## src/slm_defs.svh

```systemverilog
// Constants of the SONET line status monitor: offsets, fields, resets, timing
// ============================================================================
// Operation
// - LOF after OOF held over 2 ms
// - OOF when overhead framer not locked
// - LOS on no signal or weak light
// - Separate B1, B2, B3 parity error flags
// - Present received C2 label as byte
// - Pointer state valid or loss of pointer
// - Conc pointer state on channelised/concatenated mismatch; the code sets it only for a concatenated signal on a port set channelised
// - VC number reads zero when concatenated
// - Status bit one while condition present; the parity and C2 change flags stay set until the status word is read
// - Independent framing settings per port
// - Rate, clock role and mapping per port
// - Per-port optics module power control
// - Report valid optical signal per transceiver
// - Configurable capture record length
// - Master internal tx clock, slave loops
// - Per-port ATM or PoS mode select
// - PoS CRC16, CRC32 or no check
// - ATM idle cells passed or discarded
`ifndef SLM_DEFS_SVH
`define SLM_DEFS_SVH

// ============================================================================
// Timing
`define SLM_PCLK_MHZ 125
`define SLM_PCLK_NS 8
`define SLM_LOF_SET_MS 2
`define SLM_LOF_CLR_MS 2
`define SLM_CLKLOSS_NS 480
`define SLM_NUM_PORTS 4

// ============================================================================
// Register map
`define SLM_CFG_BASE 8'h00
`define SLM_STAT_BASE 8'h10
`define SLM_CFG_RST 32'h003000a7

// Port configuration word fields
`define SLM_CFG_OC12 0
`define SLM_CFG_MASTER 1
`define SLM_CFG_CONCAT 2
`define SLM_CFG_POS 3
`define SLM_CFG_CRC_LO 4
`define SLM_CFG_IDLE 6
`define SLM_CFG_PWR 7
`define SLM_CFG_LEN_LO 16

// Port status word fields
`define SLM_ST_LOS 0
`define SLM_ST_LOF 1
`define SLM_ST_OOF 2
`define SLM_ST_BIP_LO 3
`define SLM_ST_C2CHG 6
`define SLM_ST_PTR_LO 7
`define SLM_ST_SIG 9
`define SLM_ST_MOD 10
`define SLM_ST_LASER 11
`define SLM_ST_C2_LO 16
`define SLM_ST_VC_LO 24

// Layout of one port's synchronised input vector
`define SLM_IN_LCLK 0
`define SLM_IN_LOS 1
`define SLM_IN_OOF 2
`define SLM_IN_SIG 3
`define SLM_IN_MOD 4
`define SLM_IN_LASER 5
`define SLM_IN_BIP_LO 6
`define SLM_IN_PLOCK 9
`define SLM_IN_RCONC 10
`define SLM_IN_C2_LO 11
`define SLM_IN_VC_LO 19
`define SLM_IN_W 27

`endif

```

## src/slm_pkg.sv

```systemverilog
// Types shared by the SONET line status monitor
package slm_pkg;
  typedef enum logic [1:0] {SLM_PTR_LOP, SLM_PTR_VALID, SLM_PTR_CONC} slm_ptr_t;
  typedef enum logic [1:0] {SLM_CRC_NONE, SLM_CRC_16, SLM_CRC_32} slm_crc_t;
endpackage : slm_pkg

```

## src/slm_top.sv

```systemverilog
// Four-port SONET receive line status monitor with APB register access
//
// Our own choices: the register addresses and the APB interface to the registers.
`timescale 1ns/1ps
`default_nettype none
`include "slm_defs.svh"
module slm_top import slm_pkg::*; #(
  parameter int NP = `SLM_NUM_PORTS,
  parameter int ADDR_W = 8,
  parameter int LOF_SET_CYC = `SLM_LOF_SET_MS * `SLM_PCLK_MHZ * 1000,
  parameter int LOF_CLR_CYC = `SLM_LOF_CLR_MS * `SLM_PCLK_MHZ * 1000
) (
  // Clock and reset
  input wire logic pclk,
  input wire logic presetn,
  // APB slave
  input wire logic psel,
  input wire logic penable,
  input wire logic pwrite,
  input wire logic [ADDR_W-1:0] paddr,
  input wire logic [31:0] pwdata,
  input wire logic [3:0] pstrb,
  output logic [31:0] prdata,
  output logic pready,
  output logic pslverr,
  // Line side, per port, asynchronous to pclk
  input wire logic [NP-1:0] line_clk,
  input wire logic [NP-1:0] los_in,
  input wire logic [NP-1:0] oof_in,
  input wire logic [NP-1:0] sig_detect,
  input wire logic [NP-1:0] mod_present,
  input wire logic [NP-1:0] laser_on,
  input wire logic [NP-1:0] b1_err_tgl,
  input wire logic [NP-1:0] b2_err_tgl,
  input wire logic [NP-1:0] b3_err_tgl,
  input wire logic [NP-1:0] ptr_lock_in,
  input wire logic [NP-1:0] rx_concat_in,
  input wire logic [NP-1:0][7:0] c2_in,
  input wire logic [NP-1:0][7:0] vc_in,
  // Per-port settings
  output logic [NP-1:0] cfg_oc12,
  output logic [NP-1:0] cfg_master,
  output logic [NP-1:0] concatenated_mapping,
  output logic [NP-1:0] cfg_pos,
  output logic [NP-1:0][1:0] cfg_crc,
  output logic [NP-1:0] cfg_pass_idle,
  output logic [NP-1:0] optics_pwr,
  output logic [NP-1:0][15:0] rec_len,
  output logic [NP-1:0] tx_clk_loop,
  // Per-port line status
  output logic [NP-1:0] los_out,
  output logic [NP-1:0] lof_out,
  output logic [NP-1:0] oof_out,
  output logic [NP-1:0][1:0] pointer_state
);
  // ==========================================================================
  // Sizes
  localparam int IW = $clog2(NP);
  localparam int CNT_MAX = (LOF_SET_CYC > LOF_CLR_CYC) ? LOF_SET_CYC : LOF_CLR_CYC;
  localparam int CW = $clog2(CNT_MAX + 2);
  localparam int QUIET_CYC = `SLM_CLKLOSS_NS / `SLM_PCLK_NS;
  localparam int SW = `SLM_IN_W;

  typedef struct packed {
    logic [NP-1:0][SW-1:0] prev;
    logic [NP-1:0][CW-1:0] lof_cnt;
    logic [NP-1:0] lof;
    logic [NP-1:0][7:0] quiet;
    logic [NP-1:0] los;
    logic [NP-1:0] oof;
    logic [NP-1:0][2:0] bip;
    logic [NP-1:0] c2chg;
    logic [NP-1:0] c2_seen;
    logic [NP-1:0][7:0] c2;
    logic [NP-1:0][1:0] ptr;
    logic [NP-1:0][7:0] vc;
    logic [NP-1:0] tx_loop;
    logic pready;
    logic pslverr;
    logic [31:0] prdata;
  } slm_top_st_t;

  slm_top_st_t r_reg;
  slm_top_st_t r_next;

  // ==========================================================================
  // Synchronisers
  logic [NP-1:0][SW-1:0] raw_in;
  logic [NP-1:0][SW-1:0] sync_q;

  always_comb begin
    for (int p = 0; p < NP; p++) begin
      raw_in[p] = {vc_in[p], c2_in[p], rx_concat_in[p], ptr_lock_in[p], b3_err_tgl[p],
                   b2_err_tgl[p], b1_err_tgl[p], laser_on[p], mod_present[p],
                   sig_detect[p], oof_in[p], los_in[p], line_clk[p]};
    end
  end

  // The C2 label is only taken once it holds still across a line clock edge; the VC number is taken every cycle
  slm_sync #(.WIDTH(NP * SW)) u_sync (
    .clk(pclk),
    .rst_n(presetn),
    .async_in(raw_in),
    .sync_out(sync_q)
  );

  // ==========================================================================
  // Address decode: {hit, is_status, index}
  function automatic logic [IW+1:0] dec(input logic [ADDR_W-1:0] a);
    logic [ADDR_W-1:0] rc;
    logic [ADDR_W-1:0] rs;
    logic [ADDR_W-1:0] span;
    rc = a - ADDR_W'(`SLM_CFG_BASE);
    rs = a - ADDR_W'(`SLM_STAT_BASE);
    span = ADDR_W'(4 * NP);
    if (a[1:0] != 2'b00) begin
      dec = '0;
    end else if (rc < span) begin
      dec = {1'b1, 1'b0, rc[IW+1:2]};
    end else if (rs < span) begin
      dec = {1'b1, 1'b1, rs[IW+1:2]};
    end else begin
      dec = '0;
    end
  endfunction : dec

  logic [IW+1:0] d;
  logic acc;
  logic done;
  logic cfg_we;
  logic [31:0] cfg_wdata;
  logic [31:0] cfg_rdata;
  logic [NP-1:0][31:0] cfg_words;
  logic [NP-1:0] rd_clr;

  assign d = dec(paddr);
  assign acc = psel & penable;
  assign done = acc & r_reg.pready;
  assign cfg_we = done & pwrite & d[IW+1] & ~d[IW];

  always_comb begin
    for (int b = 0; b < 4; b++) begin
      cfg_wdata[8*b +: 8] = pstrb[b] ? pwdata[8*b +: 8] : cfg_words[d[IW-1:0]][8*b +: 8];
    end
  end

  // Reading a status word clears that port's latched error flags
  always_comb begin
    rd_clr = '0;
    if (done & ~pwrite & d[IW+1] & d[IW]) begin
      rd_clr[d[IW-1:0]] = 1'b1;
    end
  end

  slm_cfg_mem #(.NP(NP), .IW(IW)) u_cfg (
    .clk(pclk),
    .rst_n(presetn),
    .we(cfg_we),
    .waddr(d[IW-1:0]),
    .wdata(cfg_wdata),
    .raddr(d[IW-1:0]),
    .rdata(cfg_rdata),
    .words(cfg_words)
  );

  // ==========================================================================
  // Status word of one port
  function automatic logic [31:0] stat_word(input slm_top_st_t s, input int p);
    stat_word = 32'h0000_0000;
    stat_word[`SLM_ST_LOS] = s.los[p];
    stat_word[`SLM_ST_LOF] = s.lof[p];
    stat_word[`SLM_ST_OOF] = s.oof[p];
    stat_word[`SLM_ST_BIP_LO +: 3] = s.bip[p];
    stat_word[`SLM_ST_C2CHG] = s.c2chg[p];
    stat_word[`SLM_ST_PTR_LO +: 2] = s.ptr[p];
    stat_word[`SLM_ST_SIG] = s.prev[p][`SLM_IN_SIG];
    stat_word[`SLM_ST_MOD] = s.prev[p][`SLM_IN_MOD];
    stat_word[`SLM_ST_LASER] = s.prev[p][`SLM_IN_LASER];
    stat_word[`SLM_ST_C2_LO +: 8] = s.c2[p];
    stat_word[`SLM_ST_VC_LO +: 8] = s.vc[p];
  endfunction : stat_word

  // ==========================================================================
  // Line status and APB
  always_comb begin
    logic [SW-1:0] cur;
    logic concat_cfg;
    logic lclk_rise;
    logic [7:0] c2_now;
    r_next = r_reg;
    cur = '0;
    concat_cfg = 1'b0;
    lclk_rise = 1'b0;
    c2_now = 8'h00;
    for (int p = 0; p < NP; p++) begin
      cur = sync_q[p];
      concat_cfg = cfg_words[p][`SLM_CFG_CONCAT];
      lclk_rise = cur[`SLM_IN_LCLK] & ~r_reg.prev[p][`SLM_IN_LCLK];
      c2_now = cur[`SLM_IN_C2_LO +: 8];
      // A recovered clock that stops counts as no signal
      if (lclk_rise) begin
        r_next.quiet[p] = 8'h00;
      end else if (r_reg.quiet[p] != 8'(QUIET_CYC)) begin
        r_next.quiet[p] = r_reg.quiet[p] + 8'h01;
      end
      r_next.los[p] = cur[`SLM_IN_LOS] | (r_reg.quiet[p] == 8'(QUIET_CYC));
      r_next.oof[p] = cur[`SLM_IN_OOF] | r_next.los[p];
      // Counter restarts on every change of the frame state
      if (r_next.oof[p] != r_reg.oof[p]) begin
        r_next.lof_cnt[p] = '0;
      end else if (r_reg.lof_cnt[p] != CW'(CNT_MAX + 1)) begin
        r_next.lof_cnt[p] = r_reg.lof_cnt[p] + CW'(1);
      end
      if (r_reg.oof[p] && r_reg.lof_cnt[p] >= CW'(LOF_SET_CYC)) begin
        r_next.lof[p] = 1'b1;
      end else if (!r_reg.oof[p] && r_reg.lof_cnt[p] >= CW'(LOF_CLR_CYC)) begin
        r_next.lof[p] = 1'b0;
      end
      // Parity toggles: a new error beats a clear in the same cycle
      r_next.bip[p] = (r_reg.bip[p] & ~{3{rd_clr[p]}}) |
                      (cur[`SLM_IN_BIP_LO +: 3] ^ r_reg.prev[p][`SLM_IN_BIP_LO +: 3]);
      r_next.c2chg[p] = r_reg.c2chg[p] & ~rd_clr[p];
      if (lclk_rise && c2_now == r_reg.prev[p][`SLM_IN_C2_LO +: 8]) begin
        r_next.c2[p] = c2_now;
        r_next.c2_seen[p] = 1'b1;
        if (r_reg.c2_seen[p] && c2_now != r_reg.c2[p]) begin
          r_next.c2chg[p] = 1'b1;
        end
      end
      if (!concat_cfg && cur[`SLM_IN_RCONC]) begin
        r_next.ptr[p] = SLM_PTR_CONC;
      end else if (cur[`SLM_IN_PLOCK] && !r_next.oof[p]) begin
        r_next.ptr[p] = SLM_PTR_VALID;
      end else begin
        r_next.ptr[p] = SLM_PTR_LOP;
      end
      r_next.vc[p] = (concat_cfg || cur[`SLM_IN_RCONC]) ? 8'h00 : cur[`SLM_IN_VC_LO +: 8];
      r_next.tx_loop[p] = ~cfg_words[p][`SLM_CFG_MASTER];
      r_next.prev[p] = cur;
    end
    // One wait state: the answer is prepared in the first access cycle
    r_next.pready = 1'b0;
    r_next.pslverr = 1'b0;
    if (acc && !r_reg.pready) begin
      r_next.pready = 1'b1;
      r_next.pslverr = ~d[IW+1];
      if (!d[IW+1] || pwrite) begin
        r_next.prdata = 32'h0000_0000;
      end else if (d[IW]) begin
        r_next.prdata = stat_word(r_reg, int'(d[IW-1:0]));
      end else begin
        r_next.prdata = cfg_rdata;
      end
    end
  end

  always_ff @(posedge pclk or negedge presetn) begin
    if (!presetn) begin
      r_reg <= '0;
    end else begin
      r_reg <= r_next;
    end
  end

  // ==========================================================================
  // Outputs
  always_comb begin
    for (int p = 0; p < NP; p++) begin
      cfg_oc12[p] = cfg_words[p][`SLM_CFG_OC12];
      cfg_master[p] = cfg_words[p][`SLM_CFG_MASTER];
      concatenated_mapping[p] = cfg_words[p][`SLM_CFG_CONCAT];
      cfg_pos[p] = cfg_words[p][`SLM_CFG_POS];
      cfg_crc[p] = cfg_words[p][`SLM_CFG_CRC_LO +: 2];
      cfg_pass_idle[p] = cfg_words[p][`SLM_CFG_IDLE];
      optics_pwr[p] = cfg_words[p][`SLM_CFG_PWR];
      rec_len[p] = cfg_words[p][`SLM_CFG_LEN_LO +: 16];
    end
  end

  assign prdata = r_reg.prdata;
  assign pready = r_reg.pready;
  assign pslverr = r_reg.pslverr;
  assign tx_clk_loop = r_reg.tx_loop;
  assign los_out = r_reg.los;
  assign lof_out = r_reg.lof;
  assign oof_out = r_reg.oof;
  assign pointer_state = r_reg.ptr;

  logic [CW-1:0] oof_run;
  always_ff @(posedge pclk or negedge presetn) begin
    if (!presetn) begin
      oof_run <= '0;
    end else if (!oof_out[0]) begin
      oof_run <= '0;
    end else if (oof_run != CW'(CNT_MAX + 1)) begin
      oof_run <= oof_run + CW'(1);
    end
  end
endmodule : slm_top
`default_nettype wire

```

## src/slm_sync.sv

```systemverilog
// Two-flop level synchroniser for a bundle of independent bits
`timescale 1ns/1ps
`default_nettype none
module slm_sync #(
  parameter int WIDTH = 8
) (
  // Clock and reset
  input wire logic clk,
  input wire logic rst_n,
  // Data
  input wire logic [WIDTH-1:0] async_in,
  output logic [WIDTH-1:0] sync_out
);
  typedef struct packed {
    logic [WIDTH-1:0] s1;
    logic [WIDTH-1:0] s2;
  } slm_sync_st_t;

  slm_sync_st_t st_reg;
  slm_sync_st_t st_next;

  // First stage feeds only the second stage
  always_comb begin
    st_next = st_reg;
    st_next.s1 = async_in;
    st_next.s2 = st_reg.s1;
  end

  always_ff @(posedge clk or negedge rst_n) begin
    if (!rst_n) begin
      st_reg <= '0;
    end else begin
      st_reg <= st_next;
    end
  end

  assign sync_out = st_reg.s2;
endmodule : slm_sync
`default_nettype wire

```

## src/slm_cfg_mem.sv

```systemverilog
// Per-port configuration word store with registered read port
`timescale 1ns/1ps
`default_nettype none
`include "slm_defs.svh"
module slm_cfg_mem import slm_pkg::*; #(
  parameter int NP = `SLM_NUM_PORTS,
  parameter int IW = $clog2(NP)
) (
  // Clock and reset
  input wire logic clk,
  input wire logic rst_n,
  // Write port
  input wire logic we,
  input wire logic [IW-1:0] waddr,
  input wire logic [31:0] wdata,
  // Read port
  input wire logic [IW-1:0] raddr,
  output logic [31:0] rdata,
  // All words, for the datapath
  output logic [NP-1:0][31:0] words
);
  typedef struct packed {
    logic [NP-1:0][31:0] mem;
    logic [31:0] rdata;
  } slm_mem_st_t;

  slm_mem_st_t st_reg;
  slm_mem_st_t st_next;

  always_comb begin
    st_next = st_reg;
    if (we) begin
      st_next.mem[waddr] = wdata;
    end
    st_next.rdata = st_reg.mem[raddr];
  end

  always_ff @(posedge clk or negedge rst_n) begin
    if (!rst_n) begin
      st_reg.mem <= {NP{`SLM_CFG_RST}};
      st_reg.rdata <= 32'h0000_0000;
    end else begin
      st_reg <= st_next;
    end
  end

  assign rdata = st_reg.rdata;
  assign words = st_reg.mem;
endmodule : slm_cfg_mem
`default_nettype wire

```

## config.mk

```make
export PLATFORM = sky130hd
export DESIGN_NAME = slm_top
export DESIGN_NICKNAME = d
export VERILOG_FILES = /design/src/slm_pkg.sv /design/src/slm_top.sv /design/src/slm_sync.sv /design/src/slm_cfg_mem.sv
export VERILOG_INCLUDE_DIRS = /design/src
export SDC_FILE = /design/constraint.sdc
export NUM_CORES = 1
export LEC_CHECK = 0
export ABC_AREA = 1
export BUFFER_PORTS_ARGS = -buffer_cell sky130_fd_sc_hd__buf_2
export CAP_MARGIN = 10
export CORE_MARGIN = 10
export CORE_UTILIZATION = 55
export CTS_CLUSTER_DIAMETER = 80
export CTS_CLUSTER_SIZE = 40
export DETAILED_ROUTE_END_ITERATION = 8
export PLACE_DENSITY = 0.85
export SYNTH_ARGS = -nofsm -noshare
export SYNTH_HDL_FRONTEND = slang
export SYNTH_SLANG_ARGS = --single-unit
```

## constraint.sdc

```tcl
create_clock -name pclk -period 2.6 [get_ports pclk]
set_input_delay 0.52 -clock pclk [delete_from_list [all_inputs] [get_ports pclk]]
set_output_delay 0.52 -clock pclk [all_outputs]
set_load 0.05 [all_outputs]
```

* Word level (Yosys, flattened, before mapping)
Cells that the tools add are included.
Word-level totals: register bits after elaboration 730, bits of input ports 157, word-level logic and storage cells 285
Operators by class: add/sub/neg operators 9, $lt $le $gt $ge 9, equal/unequal tests 24, mux-type cells 80, bitwise logic cells 55, reductions and logical operators 58
Operators by type and width (count):
- $mux W18 | 8
- $mux W8 | 18
- $bwmux W128 | 1
- $mux W32 | 4
- $add A18 B1 Y18 const B | 4
- $ge A18 B18 Y1 const B | 4
- $ne A18 B18 Y1 const B | 4
- $bmux W32 S2 | 1
- $demux W32 S2 | 1
- $bmux W27 S2 | 1
- $mux W34 | 1
- $add A8 B1 Y8 const B | 4
- $bmux W8 S2 | 2
- $eq A8 B6 Y1 const B | 4
- $eq A8 B8 Y1 | 4
- $ne A8 B6 Y1 const B | 4
- $ne A8 B8 Y1 | 4
- $logic_and A1 B1 Y1 | 26
- $reduce_bool A2 Y1 | 13
- $mux W1 | 25
- $and A1 B1 Y1 | 16
- $lt A8 B5 Y1 const B | 2
- $mux W4 | 4
- $not A1 Y1 | 15
- 18 further kinds | 65

* Longest topological paths before layout
Gate-level depths: netlist of run 1.
depth in word-level cells 14, gate-level depth with buffers 11

* Modules after synthesis
From an unflattened synthesis of run 1, not the netlist that was laid out.
Second synthesis, totals: cells, all modules 3517, area, all modules 30175.2 µm²
By module, submodules not included:
- slm_top | instances 1, cells each 2333, area an instance 17082.6 µm²
- slm_cfg_mem | instances 1, cells each 968, area an instance 7687.4 µm²
- slm_sync | instances 1, cells each 216, area an instance 5405.2 µm²

* Worst setup path after synthesis of run 1
No wires, ideal clock.
path kind in2reg, from input paddr[4], to register u_cfg.st_reg (netlist bit u_cfg.words[118]), library setup time 0.117 ns, arrival 1.600 ns, setup slack 0.883 ns, stages on the path 10, path buffers 2, path through buf_2 > inv_2 > nand2_1 > nor2_1 > inv_2 > nor2_4 > inv_2 > clkbuf_1 > nand2_1 > nand2_1
Between the ends: word-level cells in the longest chain between the ends 10, elaborated cells between the ends (all ways) 18, classes of those cells 1 x add/sub; 4 x order compare; 9 x mux; 3 x bitwise; 1 x reduce/logical
Ends and longest elaborated chain:
- from (decl) | RTL line slm_top.sv:20 | input wire logic [ADDR_W-1:0] paddr,
- $sub A8 B5 Y8 | RTL line slm_top.sv:114 | rs = a - ADDR_W'(`SLM_STAT_BASE);
- $lt A8 B5 Y1 | RTL line slm_top.sv:120 | end else if (rs < span) begin
- $mux W4 | RTL line slm_top.sv:120
- $mux W4 (*) | RTL line slm_top.sv:118 | end else if (rc < span) begin
- $mux W4 (*) | RTL line slm_top.sv:116 | if (a[1:0] != 2'b00) begin
- $lt A2 B3 Y1 (implied by the code) or $ge A2 B1 Y1 (tied branches) | RTL line slm_cfg_mem.sv:33 | st_next.mem[waddr] = wdata;
- $logic_and A1 B1 Y1 (implied by the code) | RTL line slm_cfg_mem.sv:33
- $mux W32 (implied by the code) | RTL line slm_cfg_mem.sv:33
- $demux W32 S2
- $bwmux W128 | RTL line slm_cfg_mem.sv:33
- to (signal assigned) | RTL line slm_cfg_mem.sv:43 | st_reg <= st_next;
- to (decl) | RTL line slm_cfg_mem.sv:27 | slm_mem_st_t st_reg;
Mark *: on every way between the ends. The rest lies on a longest branch, timed or not. The select of a mux whose other input is x is not followed. A chain may end at the register's enable or synchronous reset.

* Worst setup path in the final report of run 1
from register u_cfg.st_reg (netlist bit u_cfg.words[2]), to output concatenated_mapping[0]
RTL lines:
- to (decl) | RTL line slm_top.sv:43 | output logic [NP-1:0] concatenated_mapping,
No word-level cell between the ends.

==> insert_results.sql, run 1 <==
INSERT INTO impl_metrics (metric_group, metric, value, unit) VALUES
('status', 'status', 'finished clean', ''),
('clock_network', 'cts_tree', 'built', ''),
('pwr', 'ir_worst_vdd', '0.0006564', 'V'),
('cells_and_area', 'fin_nets', '3686', ''),
('worst_hold_path', 'whs_path_depth', '1', ''),
('global_routing', 'grtUsageTotal', '0.2464', ''),
('sta', 'totalNegativeSetupSlack', '0', 'ps'),
('cells_and_area', 'syn_to_final_growth', '12.53', '%'),
('setup_path', 'timing.reg2reg.worst_path_depth', '8', ''),
('logic_synthesis', 'synth_compound_area_frac', '0.03243', ''),
('placement', 'detailedPlace.worstSlack', '284.8', 'ps'),
('die', 'floorplan.rows', '84', ''),
('worst_hold_path', 'min_delay_worst_endpoint', 'u_sync.st_next[94]', ''),
('clock_network', 'cts.sink_count', '682', ''),
('worst_hold_path', 'min_delay_startpoint', 'c2_in[26]', ''),
('logic_synthesis', 'avgSynthCellArea', '8.909', 'µm²'),
('routing', 'post_drt_wl_per_cell', '18.57', 'µm'),
('setup_path', 'cp_cell_sequence', 'buf_2', ''),
('logic_synthesis', 'post_synth_and_or_nand_nor_area_fraction', '0.2546', ''),
('routing', 'number_of_remaining_drc_errors', '0', ''),
('logic_synthesis', 'synth_cells', '3248', ''),
('clock_network', 'clk_latency', '650', 'ps'),
('sta', 'final.period_utilization', '0.8140', ''),
('die', 'fp.dieArea', '62190', 'µm²'),
('routing', 'totalWireLength', '78.39', 'mm'),
('sta', 'period_minus_slack', '2116', 'ps'),
('pwr', 'p_total', '19.30', 'mW'),
('die', 'die_height', '249.4', 'µm'),
('clock_network', 'cts_buffers', '29', ''),
('setup_path', 'cp_peak_stage_delay', '650', 'ps'),
('global_routing', 'grt_first_pass_wirelength', '123.6', 'mm'),
('clock_network', 'clk_transition_reported_paths', '120', 'ps'),
('setup_path', 'cp_max_fo', '5', ''),
('die', 'io_pins', '311', ''),
('routing', 'first_pass_iters', '9', ''),
('sta', 'timing.final.ws_setup', '483.6', 'ps'),
('sta', 'grt_setup_unrepaired', 'false', ''),
('logic_synthesis', 'main_combinational_cell_family_by_area_after_synthesis', 'simple AND/OR/NAND/NOR gates', ''),
('cells_and_area', 'post_route_cells_drive_above_1_share', '0.1470', ''),
('clock_network', 'cts.repair_timing.setup_buffer_count', '0', ''),
('setup_path', 'endpoint_of_the_most_critical_register_to_register_path', 'r_reg[205]', ''),
('placement', 'place_hpwl', '54.63', 'mm'),
('logic_synthesis', 'ys_warn_count', '0', ''),
('setup_path', 'combined_buffer_and_inverter_count_along_the_critical_path', '1', ''),
('sta', 'number_of_slew_limit_violations_in_the_final_report', '0', ''),
('setup_path', 'crit_path_start_kind', 'flop', ''),
('cells_and_area', 'finish.cell_count_without_fillers', '4221', ''),
('logic_synthesis', 'muxShareOfSynthArea', '0', ''),
('die', 'start_util', '0.5529', ''),
('job', 'drv_cap', '0', ''),
('setup_path', 'slack_of_the_worst_reg_to_reg_path', '490', 'ps'),
('setup_path', 'critical_path.reg2reg.startpoint', 'r_reg[149]', ''),
('worst_hold_path', 'worst_hold_path_type', 'primary input to flop', ''),
('placement', 'port_buffers', '310', ''),
('die', 'core_region_area', '52340', 'µm²'),
('placement', 'dp_cells', '4060', ''),
('setup_path', 'worstPathArrival', '1600', 'ps'),
('setup_path', 'critical_path.endpoint_type', 'primary output', ''),
('cells_and_area', 'largest_register_ff_count', '248', ''),
('logic_synthesis', 'ys_seq_elements', '682', ''),
('logic_synthesis', 'netlist_area', '28940', 'µm²'),
('die', 'die_w', '249.4', 'µm'),
('clock_network', 'clock_tree.root_cell', 'clkbuf_16', ''),
('placement', 'gp_routability_congestion', '0.9128', ''),
('logic_synthesis', 'yosysSeqAreaShare', '0.5910', ''),
('pwr', 'power_density', '592.7', 'nW/µm²'),
('global_routing', 'number_of_global_route_vias_before_repair', '22500', ''),
('sta', 'rel_slew_slack', '0.4174', ''),
('logic_synthesis', 'synthDistinctLibCells', '40', ''),
('pwr', 'p_leak', '17.20', 'nW'),
('logic_synthesis', 'synth_xor_xnor_area_share', '0.02300', '');
power breakdown:
part	internal (mW)	switching, mW
Clock	2.42	3.91
Combinational	0.605	1.03
Sequential	11.0	0.300
per-stage QoR:
stage / cell area (µm²) / util / hold slack [ps]
after floorplan: 28940 / - / 224.4
after global placement: 30370 / 0.5803 / 332.5
after detailed placement: 30370 / 0.5803 / 334.7
after CTS: 32550 / 0.6218 / 0.1614
after global routing: 32560 / 0.6221 / 1.182
final: 32560 / 0.6221 / 20.44
what timing repair did:
item	CTS	global route
gates resized for setup	0	0
hold buffers	105	1
setup endpoints to repair	0	0
endpoints found under the hold margin	139	1
how the worst max path moves through the flow:
stage | from | endpoint | slack (ps) | cells past startpoint
floorplan | paddr[4] | u_cfg.words[118] | 880 | 10
global placement | paddr[7] | prdata[9] | 300 | 10
detailed placement | paddr[1] | prdata[9] | 280 | 10
CTS | u_cfg.words[34] | concatenated_mapping[1] | 460 | 1
global route | r_reg[149] | r_reg[205] | 210 | 8
finish | u_cfg.words[2] | concatenated_mapping[0] | 480 | 1
cell type report:
type	instances	area, µm²
inverters	284	1066
fillers	4199	19780
well taps	688	860.8
clock inverters	23	386.6
diodes	2	5.005
clock buffers	30	739.5
flip-flops and latches	682	17100
repair buffers	472	3181
multi-input cells	2040	9223
placed cells by master, fill, tap and decap left out, drive strengths merged, types with 2 or more instances in the layout:
| cell | n |
|---|---|
| xnor2 | 38 |
| nand2 | 1091 |
| xor2 | 38 |
| clkinv | 7 |
| nand3b | 3 |
| ha | 20 |
| buf | 366 |
| nand3 | 270 |
| diode | 2 |
| clkinvlp | 2 |
| dfrtp | 654 |
| dlygate4sd3 | 106 |
| or2 | 46 |
| clkbuf | 30 |
| nor3b | 8 |
| nor3 | 45 |
| a31oi | 11 |
| a21oi | 45 |
| nor2 | 263 |
| o211a | 2 |
| inv | 298 |
| o211ai | 3 |
| dfstp | 28 |
| nand4 | 32 |
| o21ai | 116 |
| nor4 | 2 |
cells by family (layout without fill, tap and decap cells):
kind of cell | count (synthesis) | after routing
compound gates | 180 | 180
fa+ha+maj | 20 | 20
flops | 682 | 682
buf+inv | 526 | 809
xor+xnor | 76 | 76
other cells | 0 | 2
simple gates | 1764 | 1764
cell usage after synthesis:
cell | count | area (µm²)
o211a_1 | 2 | 20.02
clkbuf_1 | 43 | 161.4
dfstp_2 | 28 | 735.7
nand3_2 | 1 | 10.01
nor4_1 | 2 | 12.51
o22ai_1 | 1 | 6.260
a211oi_1 | 1 | 7.510
ha_1 | 20 | 250.2
nor2b_1 | 1 | 6.260
nor3b_1 | 8 | 60.06
nand4_1 | 31 | 193.9
inv_1 | 274 | 1028
dfrtp_1 | 654 | 16370
a31oi_1 | 11 | 68.82
o211ai_1 | 3 | 22.52
xnor2_1 | 38 | 332.8
nand2_2 | 1 | 6.260
buf_2 | 41 | 205.2
nor3_1 | 42 | 210.2
buf_4 | 157 | 1179
or2_2 | 46 | 287.8
a21oi_1 | 45 | 225.2
xor2_1 | 38 | 332.8
nand2_1 | 1090 | 4091
buf_1 | 1 | 3.750
and3_1 | 1 | 6.260
clkinv_1 | 1 | 3.750
o21a_1 | 1 | 7.510
nor2_2 | 2 | 12.51
nor2_4 | 7 | 78.83
nand3_4 | 1 | 17.52
nor2_1 | 254 | 953.4
nor3_2 | 3 | 30.03
nand3_1 | 268 | 1341
nand2b_1 | 1 | 6.260
nand3b_1 | 3 | 22.52
and2_1 | 1 | 6.260
inv_2 | 9 | 33.78
o21ai_0 | 116 | 580.6
nand4_2 | 1 | 12.51
metal layers:
metal	routed length, µm	vias up	GRT usage
li1	-	10460	-
met1	30260	10680	0.3083
met2	37330	1030	0.4070
met3	6380	256	0.04590
met4	4371	6	0.1193
met5	46	-	0
Power figures use the tool's default switching activity.
==> inputs of run 2 (changes only) <==
==> constraint.sdc (replaced) <==
create_clock -name pclk -period 2 [get_ports pclk]
set_input_delay 0.4 -clock pclk [delete_from_list [all_inputs] [get_ports pclk]]
set_output_delay 0.4 -clock pclk [all_outputs]
set_load 0.05 [all_outputs]
==> run 2 against run 1 <==
Effect of this change: hold slack gained 80 ps; via count is 1.4% higher; total power up 30%; sequential cell count stayed put; critical path depth stayed put; sequential power is 30% higher; global-route usage is 0.15 points higher; sequential share of layout area down 0.54 points; utilization rose by 0.64 points; register-to-register slack got worse by 360 ps.
==> insert_results.sql, run 2 (synthesized netlist as in run 1, its figures left out) <==
INSERT INTO impl_metrics (metric_group, metric, value, unit) VALUES
('cells_and_area', 'largest_register_ff_count', '248', ''),
('cells_and_area', 'nFillCells', '4121', ''),
('setup_path', 'critical_path.endpoint_type', 'primary output', ''),
('sta', 'rel_slew_slack', '0.4777', ''),
('cells_and_area', 'layout.cells.most_common', 'nand2_1', ''),
('setup_path', 'worstPathArrival', '1580', 'ps'),
('global_routing', 'grt_antenna_before_repair', '5', ''),
('pwr', 'ir_worst_vdd', '0.0009267', 'V'),
('cells_and_area', 'utilization', '0.6285', ''),
('sta', 'grt_setup_unrepaired', 'true', ''),
('clock_network', 'cts_buffers', '29', ''),
('routing', 'first_pass_iters', '6', ''),
('pwr', 'p_leak', '17.35', 'nW'),
('cells_and_area', 'register_area', '17100', 'µm²'),
('sta', 'period_minus_slack', '1977', 'ps'),
('setup_path', 'cp_peak_stage_delay', '630', 'ps'),
('pwr', 'p_total', '25.07', 'mW'),
('routing', 'post_drt_wl_per_cell', '18.54', 'µm'),
('placement', 'port_buffers', '310', ''),
('die', 'core_region_area', '52340', 'µm²'),
('sta', 'finClkSkew', '48.42', 'ps'),
('global_routing', 'grt_first_pass_wirelength', '124.5', 'mm'),
('setup_path', 'cp_cell_sequence', 'buf_2', ''),
('setup_path', 'cp.required', '1600', 'ps'),
('global_routing', 'number_of_global_route_vias_before_repair', '22280', ''),
('cells_and_area', 'fin_nets', '3705', ''),
('global_routing', 'grt_start_max_net_pins', '99', ''),
('sta', 'fmaxAchievable', '0.5059', 'GHz'),
('routing', 'totalWireLength', '78.68', 'mm'),
('setup_path', 'path_class', 'flop to primary output', ''),
('job', 'drv_cap', '0', ''),
('die', 'fp.dieArea', '62190', 'µm²'),
('clock_network', 'cts_tree', 'built', ''),
('cells_and_area', 'finish.cell_count_without_fillers', '4243', ''),
('placement', 'gp_routability_congestion', '0.9252', ''),
('clock_network', 'clock_tree.root_cell', 'clkbuf_16', ''),
('clock_network', 'htreeDepth', '1', ''),
('worst_hold_path', 'worst_hold_path_type', 'primary input to flop', ''),
('die', 'die_height', '249.4', 'µm'),
('sta', 'finalHoldWorstSlack', '100.1', 'ps'),
('cells_and_area', 'post_route_cells_drive_above_1_share', '0.1512', ''),
('sta', 'number_of_slew_limit_violations_in_the_final_report', '0', ''),
('placement', 'dp_cells', '4075', ''),
('routing', 'number_of_remaining_drc_errors', '0', ''),
('setup_path', 'critPathTopFamily', 'flip-flops', ''),
('clock_network', 'cts_max_path_buffers', '3', ''),
('clock_network', 'clk_transition_reported_paths', '130', 'ps'),
('clock_network', 'cts.sink_count', '682', ''),
('sta', 'setup_viol', '0', ''),
('routing', 'detailedRoute.firstIterationViolations', '2371', ''),
('setup_path', 'cp_max_fo', '5', ''),
('die', 'floorplan.rows', '84', ''),
('die', 'io_pins', '311', ''),
('routing', 'detailroute.via_count', '22750', ''),
('setup_path', 'crit_path_start_kind', 'flop', ''),
('sta', 'final.period_utilization', '0.9883', ''),
('setup_path', 'crit_slowest_cell', 'dfstp_2', ''),
('routing', 'ant_nets', '0', ''),
('routing', 'avgViaCountPerCell', '5.362', ''),
('setup_path', 'combined_buffer_and_inverter_count_along_the_critical_path', '1', ''),
('cells_and_area', 'layout_common_cells', '1090 x nand2_1, 654 x dfrtp_1, 306 x buf_2', ''),
('pwr', 'power_density', '762.0', 'nW/µm²'),
('sta', 'tightestPinTransition', '782.2', 'ps'),
('cells_and_area', 'multi_input_area', '9233', 'µm²'),
('status', 'status', 'finished clean', ''),
('die', 'die_w', '249.4', 'µm'),
('clock_network', 'clk_latency', '650', 'ps'),
('cells_and_area', 'syn_to_final_growth', '13.69', '%'),
('die', 'start_util', '0.5529', ''),
('global_routing', 'grt_overflow_total', '0', ''),
('placement', 'place_hpwl', '55.52', 'mm'),
('sta', 'finalHoldViolCount', '0', ''),
('global_routing', 'grtUsageTotal', '0.2479', '');
## run 2: report_power, final
part / total, mW / internal [mW] / switching (mW) / leakage (nW)
Clock: 8.18 / 3.14 / 5.04 / 0.543
Sequential: 14.7 / 14.3 / 0.396 / 8.57
Combinational: 2.14 / 0.807 / 1.34 / 8.24
## run 2: layout make-up
type	count	share of cell area
Tap cell	688	0.02617
Clock inverter	23	0.01202
Clock buffer	31	0.02259
Timing Repair Buffer	491	0.1060
Sequential cell	682	0.5198
Antenna cell	4	0.0003043
Multi-Input combinational cell	2040	0.2806
Inverter	284	0.03240
## run 2: worst paths after layout
kind,start,end,slack [ps],cells after the start
worst max-delay path,u_cfg.words[66],concatenated_mapping[2],20,1
worst min-delay path,paddr[4],prdata[14],100,4
worst max register to register,r_reg[138],r_reg[176],130,9
worst min register to register,u_sync.st_next[23],u_sync.sync_out[23],300,0
max in group asynchronous,presetn,u_cfg.words[34],930,4
min in group asynchronous,presetn,r_reg[95],200,2
## run 2: metal layers
metal	wire length, µm	vias up	GRT usage	share of wire
li1	-	10480	-	-
met1	30050	10950	0.3136	0.38
met2	37850	1113	0.4138	0.48
met3	6685	209	0.04383	0.085
met4	4078	2	0.1058	0.052
met5	13	-	0	0.00017
## run 2: timing repair
action / CTS / global route
pin swaps: 0 / 1
gates resized for setup: 2 / 3
hold buffers: 109 / 0
endpoints found under the setup margin: 2 / 34
hold endpoints to repair: 244 / 0
buffers inserted: 0 / 1
## run 2: metrics by stage
stage          TNS (ps)  worst slack (ps)  instance area, µm²
6_report              0             23.46               32900
5_1_grt          -109.4            -38.57               32900
4_1_cts               0            0.6841               32870
3_5_place_dp     -106.6            -99.92               30630
3_3_place_gp     -95.25            -95.25               30630
2_1_floorplan         0             298.0               28940
